File: src/shared/dios_cfg.svh
`ifndef DIOS_CFG_SVH
`define DIOS_CFG_SVH
// Clock rate in kHz, so that cycles per ms are exact
`define DIOS_CLK_KHZ        100000
// Filter times in microseconds
`define DIOS_FLT_T0_US      100
`define DIOS_FLT_T1_US      1000
`define DIOS_FLT_T2_US      10000
`define DIOS_FLT_T3_US      20000
// Stretch times in microseconds
`define DIOS_EXT_T0_US      1000
`define DIOS_EXT_T1_US      15000
`define DIOS_EXT_T2_US      100000
`define DIOS_EXT_T3_US      200000
// Inrush mask window in microseconds
`define DIOS_INRUSH_US      100000
// Reset selections
`define DIOS_FLT_SEL_RST    2'h1
`define DIOS_EXT_SEL_RST    2'h1
`endif

File: src/shared/dios_pkg.sv
package dios_pkg;
    // Time selector for filter and stretch
    typedef logic [1:0] dios_tsel_t;

    // Action on communication loss
    typedef enum logic [1:0] {
        DIOS_ACT_CLEAR = 2'h0,
        DIOS_ACT_HOLD  = 2'h1,
        DIOS_ACT_FORCE = 2'h2
    } dios_act_t;

    // Per-unit configuration
    typedef struct packed {
        dios_tsel_t filter_sel;
        dios_tsel_t input_stretch_time_sel;
        logic       inrush_filter_en;
        logic       output_short_detect_en;
        logic       output_short_recovery_mode; // 1 = manual
        logic       sensor_supply_short_detect_en;
        logic       open_wire_detect_en;
    } dios_cfg_t;

    // Per-unit error status
    typedef struct packed {
        logic supply_short_err;
        logic over_current_err;
        logic output_short_err;
    } dios_err_t;
endpackage

File: src/hdl/dios_in_chan.sv
`timescale 1ns/1ps
`include "dios_cfg.svh"
// One input channel: synchroniser, debounce, stretch
module dios_in_chan #(
    parameter int CW = 25
) (
    input  wire logic          clk,
    input  wire logic          sys_rst,
    input  wire logic          pin_in,
    input  wire logic [CW-1:0] flt_cycles,
    input  wire logic [CW-1:0] ext_cycles,
    output logic               level_out
);
    logic          sync1_r;
    logic          sync2_r;
    logic          stable_r;
    logic [CW-1:0] flt_cnt_r;
    logic [CW-1:0] ext_cnt_r;

    // Two-stage synchroniser
    always_ff @(posedge clk) begin
        if (sys_rst) begin
            sync1_r <= 1'b0;
            sync2_r <= 1'b0;
        end else begin
            sync1_r <= pin_in;
            sync2_r <= sync1_r;
        end
    end

    // Debounce counter, accepts level after full filter time
    always_ff @(posedge clk) begin
        if (sys_rst) begin
            stable_r  <= 1'b0;
            flt_cnt_r <= '0;
        end else if (sync2_r == stable_r) begin
            flt_cnt_r <= '0; // RL1
        end else if (flt_cnt_r + 1'b1 >= flt_cycles) begin
            stable_r  <= sync2_r; // RL8
            flt_cnt_r <= '0;
        end else begin
            flt_cnt_r <= flt_cnt_r + 1'b1; // RL8
        end
    end

    // Stretch: each accepted change holds the output for the stretch time
    always_ff @(posedge clk) begin
        if (sys_rst) begin
            level_out <= 1'b0;
            ext_cnt_r <= '0;
        end else if (ext_cnt_r != '0) begin
            ext_cnt_r <= ext_cnt_r - 1'b1; // RL2
        end else if (stable_r != level_out) begin
            level_out <= stable_r;
            ext_cnt_r <= ext_cycles - 1'b1; // RL2
        end
    end
endmodule

File: src/hdl/dios_supervisor.sv
`timescale 1ns/1ps
`include "dios_cfg.svh"
//
// Contract
// RL1: Ignore input changes shorter than filter time.
// RL2: Hold detected input for selected stretch time.
// RL3: Inrush enabled masks overcurrent for 100 ms.
// RL4: Auto recovery clears short error when gone.
// RL5: Manual recovery latches short error until power-up.
// RL6: Comm loss applies per-channel off, hold, force-on.
// RL7: Configurer disables short detect for lamp loads.
// RL8: Filter counter accepts level after stable time.
module dios_supervisor #(
    parameter int N_IN       = 8,
    parameter int N_OUT      = 8,
    parameter int CW         = 25,
    parameter int INRUSH_CYC = `DIOS_INRUSH_US * (`DIOS_CLK_KHZ / 1000)
) (
    input  wire logic                       clk,
    input  wire logic                       sys_rst,
    input  wire dios_pkg::dios_cfg_t        unit_cfg,
    input  wire logic [N_IN-1:0]            field_in,
    output logic [N_IN-1:0]                 input_data,
    input  wire logic [N_OUT-1:0]           output_cmd,
    input  wire logic [2*N_OUT-1:0]         comm_loss_output_action,
    input  wire logic                       comm_fault,
    input  wire logic                       handheld_priority,
    output logic [N_OUT-1:0]                field_out,
    output logic [N_OUT-1:0]                drive_on_forced,
    input  wire logic                       power_on,
    input  wire logic                       over_current_in,
    input  wire logic                       output_short_in,
    input  wire logic                       supply_short_in,
    input  wire logic [N_OUT-1:0]           open_wire_in,
    output logic [N_OUT-1:0]                open_wire_err,
    output dios_pkg::dios_err_t             unit_err
);
    localparam int CPU = `DIOS_CLK_KHZ / 1000; // Cycles per microsecond

    logic [CW-1:0]      flt_cycles_r;
    logic [CW-1:0]      ext_cycles_r;
    logic [N_IN-1:0]    in_level;
    logic [2:0]         pin_s1_r;
    logic [2:0]         pin_s2_r;
    logic [N_OUT-1:0]   ow_s1_r;
    logic [N_OUT-1:0]   ow_s2_r;
    logic               pwr_d_r;
    logic [CW-1:0]      inrush_cnt_r;
    logic [N_OUT-1:0]   out_nxt;
    logic [N_OUT-1:0]   force_nxt;
    logic               loss_active;

    // Filter time from selector
    always_ff @(posedge clk) begin
        if (sys_rst) begin
            flt_cycles_r <= CW'(`DIOS_FLT_T1_US * CPU);
        end else begin
            case (unit_cfg.filter_sel)
                2'h0:    flt_cycles_r <= CW'(`DIOS_FLT_T0_US * CPU); // RL1
                2'h1:    flt_cycles_r <= CW'(`DIOS_FLT_T1_US * CPU);
                2'h2:    flt_cycles_r <= CW'(`DIOS_FLT_T2_US * CPU);
                default: flt_cycles_r <= CW'(`DIOS_FLT_T3_US * CPU);
            endcase
        end
    end

    // Stretch time from selector
    always_ff @(posedge clk) begin
        if (sys_rst) begin
            ext_cycles_r <= CW'(`DIOS_EXT_T1_US * CPU);
        end else begin
            case (unit_cfg.input_stretch_time_sel)
                2'h0:    ext_cycles_r <= CW'(`DIOS_EXT_T0_US * CPU); // RL2
                2'h1:    ext_cycles_r <= CW'(`DIOS_EXT_T1_US * CPU);
                2'h2:    ext_cycles_r <= CW'(`DIOS_EXT_T2_US * CPU);
                default: ext_cycles_r <= CW'(`DIOS_EXT_T3_US * CPU);
            endcase
        end
    end

    // Input channels
    genvar gi;
    generate
        for (gi = 0; gi < N_IN; gi++) begin : g_in
            dios_in_chan #(
                .CW (CW)
            ) u_chan (
                .clk        (clk),
                .sys_rst    (sys_rst),
                .pin_in     (field_in[gi]),
                .flt_cycles (flt_cycles_r),
                .ext_cycles (ext_cycles_r),
                .level_out  (in_level[gi])
            );
        end
    endgenerate

    // Registered input image
    always_ff @(posedge clk) begin
        if (sys_rst) input_data <= '0;
        else         input_data <= in_level;
    end

    // Synchronise fault sense pins
    always_ff @(posedge clk) begin
        if (sys_rst) begin
            pin_s1_r <= '0;
            pin_s2_r <= '0;
            ow_s1_r  <= '0;
            ow_s2_r  <= '0;
        end else begin
            pin_s1_r <= {supply_short_in, output_short_in, over_current_in};
            pin_s2_r <= pin_s1_r;
            ow_s1_r  <= open_wire_in;
            ow_s2_r  <= ow_s1_r;
        end
    end

    // Inrush window opens on power-on rising edge
    always_ff @(posedge clk) begin
        if (sys_rst) begin
            pwr_d_r      <= 1'b0;
            inrush_cnt_r <= '0;
        end else begin
            pwr_d_r <= power_on;
            if (power_on && !pwr_d_r) begin
                inrush_cnt_r <= CW'(INRUSH_CYC); // RL3
            end else if (inrush_cnt_r != '0) begin
                inrush_cnt_r <= inrush_cnt_r - 1'b1;
            end
        end
    end

    // Unit error flags
    always_ff @(posedge clk) begin
        if (sys_rst) begin
            unit_err <= '0;
        end else begin
            unit_err.over_current_err <= pin_s2_r[0] &&
                !(unit_cfg.inrush_filter_en && inrush_cnt_r != '0); // RL3
            unit_err.supply_short_err <= pin_s2_r[2] && unit_cfg.sensor_supply_short_detect_en;
            if (!unit_cfg.output_short_detect_en) begin
                unit_err.output_short_err <= 1'b0; // RL7
            end else if (pin_s2_r[1]) begin
                unit_err.output_short_err <= 1'b1;
            end else if (!unit_cfg.output_short_recovery_mode) begin
                unit_err.output_short_err <= 1'b0; // RL4
            end
            // Manual mode: held until sys_rst at power-up or output_short_detect_en goes low  // RL5
        end
    end

    // Per-channel open wire errors
    always_ff @(posedge clk) begin
        if (sys_rst) open_wire_err <= '0;
        else         open_wire_err <= ow_s2_r & {N_OUT{unit_cfg.open_wire_detect_en}};
    end

    assign loss_active = comm_fault && handheld_priority; // RL6

    // Safe-state selection per channel
    always_comb begin
        for (int i = 0; i < N_OUT; i++) begin
            out_nxt[i]   = output_cmd[i];
            force_nxt[i] = 1'b0;
            if (loss_active) begin
                case (dios_pkg::dios_act_t'(comm_loss_output_action[2*i +: 2]))
                    dios_pkg::DIOS_ACT_CLEAR: out_nxt[i] = 1'b0; // RL6
                    dios_pkg::DIOS_ACT_HOLD:  out_nxt[i] = field_out[i];
                    dios_pkg::DIOS_ACT_FORCE: begin
                        out_nxt[i]   = 1'b1;
                        force_nxt[i] = 1'b1;
                    end
                    default:                  out_nxt[i] = 1'b0;
                endcase
            end
        end
    end

    // Output drive registers
    always_ff @(posedge clk) begin
        if (sys_rst) begin
            field_out       <= '0;
            drive_on_forced <= '0;
        end else begin
            field_out       <= out_nxt;
            drive_on_forced <= force_nxt;
        end
    end
endmodule

File: config.mk
export PLATFORM = sky130hd
export DESIGN_NAME = dios_supervisor
export DESIGN_NICKNAME = d
export VERILOG_FILES = /design/src/shared/dios_pkg.sv /design/src/hdl/dios_in_chan.sv /design/src/hdl/dios_supervisor.sv
export VERILOG_INCLUDE_DIRS = /design/src /design/src/shared
export SDC_FILE = /design/constraint.sdc
export NUM_CORES = 1
export LEC_CHECK = 0
export BUFFER_PORTS_ARGS = -buffer_cell sky130_fd_sc_hd__buf_4
export CAP_MARGIN = 10
export CORE_ASPECT_RATIO = 1.4
export CORE_MARGIN = 5
export CORE_UTILIZATION = 45
export DETAILED_ROUTE_END_ITERATION = 16
export SLEW_MARGIN = 5
export SYNTH_ARGS = -nofsm -noshare
export SYNTH_HDL_FRONTEND = slang
export SYNTH_SLANG_ARGS = --single-unit
File: constraint.sdc
create_clock -name clk -period 7.45 [get_ports clk]
set_input_delay 1.49 -clock clk [delete_from_list [all_inputs] [get_ports clk]]
set_output_delay 1.49 -clock clk [all_outputs]
set_load 0.05 [all_outputs]
After elaboration in Yosys (flattened, before gate mapping)
Cells that the tools add are included.
{"block": "totals", "register_bits": 565, "elab_cells": 261, "output_inout_bits": 35}
{"block": "classes", "n_addsub": 18, "n_lt_le_gt_ge": 8, "n_bitwise": 19, "mux": 46, "reduce_logical": 54, "n_eq_ne": 45}
{"op": "25-bit 2-to-1 mux", "n": 16}
{"op": "25-bit by 1-bit subtractor with 25-bit output, second input constant", "n": 10}
{"op": "25-bit nonzero test", "n": 9}
{"op": "25-bit by 1-bit adder with 25-bit output, second input constant", "n": 8}
{"op": "25-bit >= comparator", "n": 8}
{"op": "25-bit one-hot mux with 3 select lines", "n": 1}
{"op": "21-bit one-hot mux with 3 select lines", "n": 1}
{"op": "24-bit 2-to-1 mux", "n": 2}
{"op": "2-bit AND reduction", "n": 16}
{"op": "3-bit OR reduction", "n": 8}
{"op": "2-bit by 1-bit equality test with 1-bit output, second input constant", "n": 10}
{"op": "2-bit equality test, second input constant", "n": 10}
{"op": "1-bit 2-to-1 mux", "n": 18}
{"op": "1-bit inverter", "n": 18}
{"op": "2-bit nonzero test", "n": 9}
{"op": "2-bit inequality test, second input constant", "n": 8}
{"op": "1-bit one-hot mux with 2 select lines", "n": 8}
{"op": "8-bit AND", "n": 1}
{"op": "1-bit equality test", "n": 8}
{"op": "1-bit inequality test", "n": 8}
{"op": "2-bit OR reduction", "n": 3}
{"op": "1-bit logical AND", "n": 5}
{"op": "2-bit zero test", "n": 2}
{"op": "1-bit zero test", "n": 2}
{"op": "2-bit by 1-bit inequality test with 1-bit output, second input constant", "n": 1}

Longest topological paths before layout
{"block": "depth", "word_depth": 4, "depth_mapped": 15}

By module
From an unflattened synthesis, not the netlist that was laid out.
{"block": "unflattened", "hier_cells": 3753, "area_unflattened_um2": 32179.6}
{"module": "dios_in_chan", "instances": 8, "cells_per_inst": 424, "area_each_um2": 3560.9, "seq_area_each_um2": 1081.0}
{"module": "dios_supervisor", "instances": 1, "cells_per_inst": 361, "area_each_um2": 3692.3, "seq_area_each_um2": 2042.0}

Worst setup path after synthesis
No wires, ideal clock.
{"block": "synth_timing", "kind": "register to register", "from": "register g_in[2].u_chan.flt_cnt_r[0]", "to": "register g_in[2].u_chan.flt_cnt_r[11]", "setup_slack_ns": 3.832, "t_required_ns": 7.322, "arrival_time_ns": 3.491, "synth_period_minus_slack_ns": 3.618, "stages_incl_launch_ff": 16, "cell_sequence": "dfxtp_1 -> ha_1 -> nand4_1 -> nor3_1 -> nand2_1 -> nor2_1 -> xnor2_1 -> ha_1 -> and4_1 -> and3_1 -> inv_1 -> or4_1 -> a311oi_1 -> nand4bb_1 -> clkbuf_1 -> nor2_1"}
{"block": "synth_via", "elab_chain_cells": 3}
{"item": "from (decl)", "line": "dios_in_chan.sv:17", "source": "logic [CW-1:0] flt_cnt_r;"}
{"item": "from (signal assigned)", "line": "dios_in_chan.sv:42", "source": "flt_cnt_r <= flt_cnt_r + 1'b1;"}
{"item": "25-bit by 1-bit adder with 25-bit output *", "line": "dios_in_chan.sv:38, dios_in_chan.sv:42"}
{"item": "25-bit >= comparator", "line": "dios_in_chan.sv:38", "source": "end else if (flt_cnt_r + 1'b1 >= flt_cycles) begin"}
{"item": "3-bit OR reduction (no line)"}
Every way passes the cells marked *; elsewhere a longest branch is shown, timed or not.
A chain may end at the register's enable or synchronous reset.

Worst setup path after layout
{"block": "layout_timing", "from": "register g_in[2].u_chan.flt_cnt_r[0]", "to": "register g_in[2].u_chan.flt_cnt_r[13]"}
The elaborated chain is that of the path after synthesis.

==> flow_metrics.py <==
metrics = {
    "die": {
        "start_util_pct": 45.4,
        "core_um2": 57500,
        "io-pin-count": 92,
        "num_rows": 104,
        "dieArea_um2": 63100,
        "die_x_um": 214,
        "die_h_um": 295,
    },
    "sta": {
        "final.period_utilization_pct": 61.0,
        "setup_tns_ns": 0,
        "hold_ws_ns": 0.424,
        "fin_skew_ns": 0.0191,
        "setup_viol": 0,
        "slew_headroom_pct": 24.7,
        "hold_viol": 0,
        "fin_crit_ns": 4.54,
        "maxClockFrequency_ghz": 0.220,
        "finalWorstSetupSlack_ns": 2.91,
        "maxSlewViolCount": 0,
        "rsz0062_at_grt": "false",
        "worst-slew-pin-transition_ns": 1.12,
    },
    "global_routing": {
        "grt_first_pass_wirelength_um": 107000,
        "grt_antenna_before_repair": 1,
        "grt_usage_pct": 20.3,
        "grt_max_degree": 81,
        "grt.overflow.total": 0,
        "grt_pass1_vias": 21500,
    },
    "setup_path": {
        "crit_slowest_cell": "nand4bb_1",
        "cp_slowest_stage_delay_ns": 0.82,
        "crit_required_ns": 7.96,
        "crit_path_start_kind": "register",
        "cp_data_arrival_time_ns": 5.05,
        "crit_chain": "ha_1 -> nand4_1 -> nor3_1 -> nand2_1 -> nor2_1 -> xnor2_1 -> ha_1 -> and4_1 -> and3_1 -> inv_1 -> a2111oi_0 -> or4_1 -> nand4bb_1 -> nor2b_1",
        "endpoint_kind": "register",
        "cp_max_fo": 20,
        "path_class": "register to register",
        "cpMostUsedCell": "ha_1",
    },
    "detailed_routing": {
        "ant_nets": 0,
        "wirelength_um": 65600,
        "drc": 0,
        "routedWlPerCell_um": 17.1,
        "drt_iter0_drc": 1148,
        "via_per_inst": 5.59,
        "dr.pass1.iters": 7,
        "vias": 21400,
    },
    "logic_synthesis": {
        "synthArstFlopShare_pct": 0,
        "synth_top_area_share_pct": 40.9,
        "synth_top_area_cell": "dfxtp_1",
        "syn_inst": 2946,
        "ys_warn_count": 0,
        "synth_area_per_cell_um2": 8.87,
        "synth_ff_type": "dfxtp_1",
        "synth.area.top_cells": "dfxtp_1, ha_1, xnor2_1",
        "synth.most_common_cell": "dfxtp_1",
        "netlist_area_um2": 26100,
        "synth_cell_types": 82,
        "synth-edff-count": 0,
        "ys_top_cells_by_count": "dfxtp_1, nor2_1, nand2_1",
        "ys_seq_area_share_pct": 40.9,
        "synth-seq-cells": 534,
    },
    "pwr": {
        "power_leakage_nw": 11.6,
        "vdd.ir_drop.worst_mv": 0.207,
        "total_power_mw": 9.69,
        "p_per_area_nw_per_um2": 329,
    },
    "layout": {
        "fin_area_um2": 29500,
        "final_core_util_pct": 51.2,
        "multi_input_area_um2": 14900,
        "stdcell_count": 3834,
        "nFillCells": 5431,
        "area_growth_pct": 12.8,
        "drive_gt1_share_pct": 8.19,
        "finalNetCount": 3257,
        "register_area_um2": 10700,
    },
    "cts": {
        "clock_path_buffers": 3,
        "cts_resized": 0,
        "insertion_delay_ns": 0.61,
        "htree_levels": 2,
        "postCtsSetupBuffers": 0,
        "clock-sinks": 534,
        "cts-buffers-inserted": 55,
        "cts_tree": "built",
        "postCtsHoldBufs": 0,
        "clkTransAtPathRegs_ns": 0.06,
        "cts_root_buf": "clkbuf_16",
    },
    "flow_run": {
        "maxCapViolCount": 0,
    },
    "placement": {
        "hpwl_um": 45500,
        "gp_congestion": 0.860,
        "place.port_buffers": 91,
        "place_worst_setup_slack_ns": 2.95,
        "dp.cells": 3735,
        "post_dp_cell_area_um2": 27600,
    },
    "run_status": {
        "status": "complete, no violations",
    },
    "min_path": {
        "hold_class": "register to register",
    },
}
==> sequential cells by signal (all words and copies together), names as in the netlist <==
name	count
drive_on_forced	8
ext_cycles_r	10
field_out	8
flt_cycles_r	9
g_in.u_chan.ext_cnt_r	200
g_in.u_chan.flt_cnt_r	200
g_in.u_chan.level_out	8
g_in.u_chan.stable_r	8
g_in.u_chan.sync1_r	8
g_in.u_chan.sync2_r	8
input_data	8
inrush_cnt_r	25
open_wire_err	8
ow_s1_r	8
ow_s2_r	8
pin_s1_r	3
pin_s2_r	3
pwr_d_r	1
unit_err	3
==> critical path, delay by kind of cell, from the launching register on <==
kind / cells / cell delay [ns]
AO/OA/AOI/OAI: 1 / 0.06
XOR/XNOR: 1 / 0.17
adder cells (fa/ha/maj): 2 / 0.55
buffers and inverters: 1 / 0.06
flip-flops: 1 / 0.38
AND/OR/NAND/NOR: 9 / 3.23
==> metal layers <==
metal  up-vias  wire length, µm  GRT usage, %  share of wire, %
met3       142             2290          2.99               3.5
met1     10300            27500          23.9                42
li1      10700                -             -                 -
met2       338            33600          37.4                51
met5         -                0             0                 0
met4         0             2180          6.97               3.3
==> path summary, 6_finish.rpt <==
| path | startpoint | endpoint | slack, ns | depth (start not counted) |
|---|---|---|---|---|
| setup / recovery | g_in[2].u_chan.flt_cnt_r[0] | g_in[2].u_chan.flt_cnt_r[13] | 2.91 | 14 |
| hold / removal | ow_s2_r[7] | open_wire_err[7] | 0.42 | 1 |
| setup reg to reg | g_in[2].u_chan.flt_cnt_r[0] | g_in[2].u_chan.flt_cnt_r[13] | 2.91 | 14 |
| hold reg to reg | ow_s2_r[7] | open_wire_err[7] | 0.42 | 1 |
==> area by class of cell <==
type                            count  area share (%)
Timing Repair Buffer              107            2.75
Antenna cell                        1         0.00849
Sequential cell                   534            36.3
Tap cell                          742            3.15
Multi-Input combinational cell   2282            50.7
Inverter                           70           0.892
Clock inverter                     22           0.824
Clock buffer                       76            5.38
==> where the power goes <==
group	switching, mW	internal [mW]
Sequential	0.423	3.30
Clock	1.17	1.62
Combinational	1.81	1.36
Total	3.40	6.28
==> cells in the final DEF (no fill, tap or decap), types with 57 or more instances in the layout <==
master   instances
inv_1           69
xnor2_1        206
o22ai_1         78
nor4_1          57
xor2_1         133
nor2b_1        144
ha_1           150
buf_4          106
nand4_1         77
dfxtp_1        534
and3_1          84
a21oi_1        128
nor2_1         258
nand3_1        102
nor3_1         136
nand2_1        219
==> cell families after synthesis <==
family | Yosys count | synth area share (%)
simple gates | 1313 | 27.0
flops | 534 | 40.9
compound gates | 426 | 10.4
xor+xnor | 339 | 11.4
buf+inv | 161 | 2.37
fa+ha+maj | 150 | 7.18
mux | 22 | 0.852
other cells | 1 | 0.0143
Note: power is estimated with default switching activity, not from simulation.
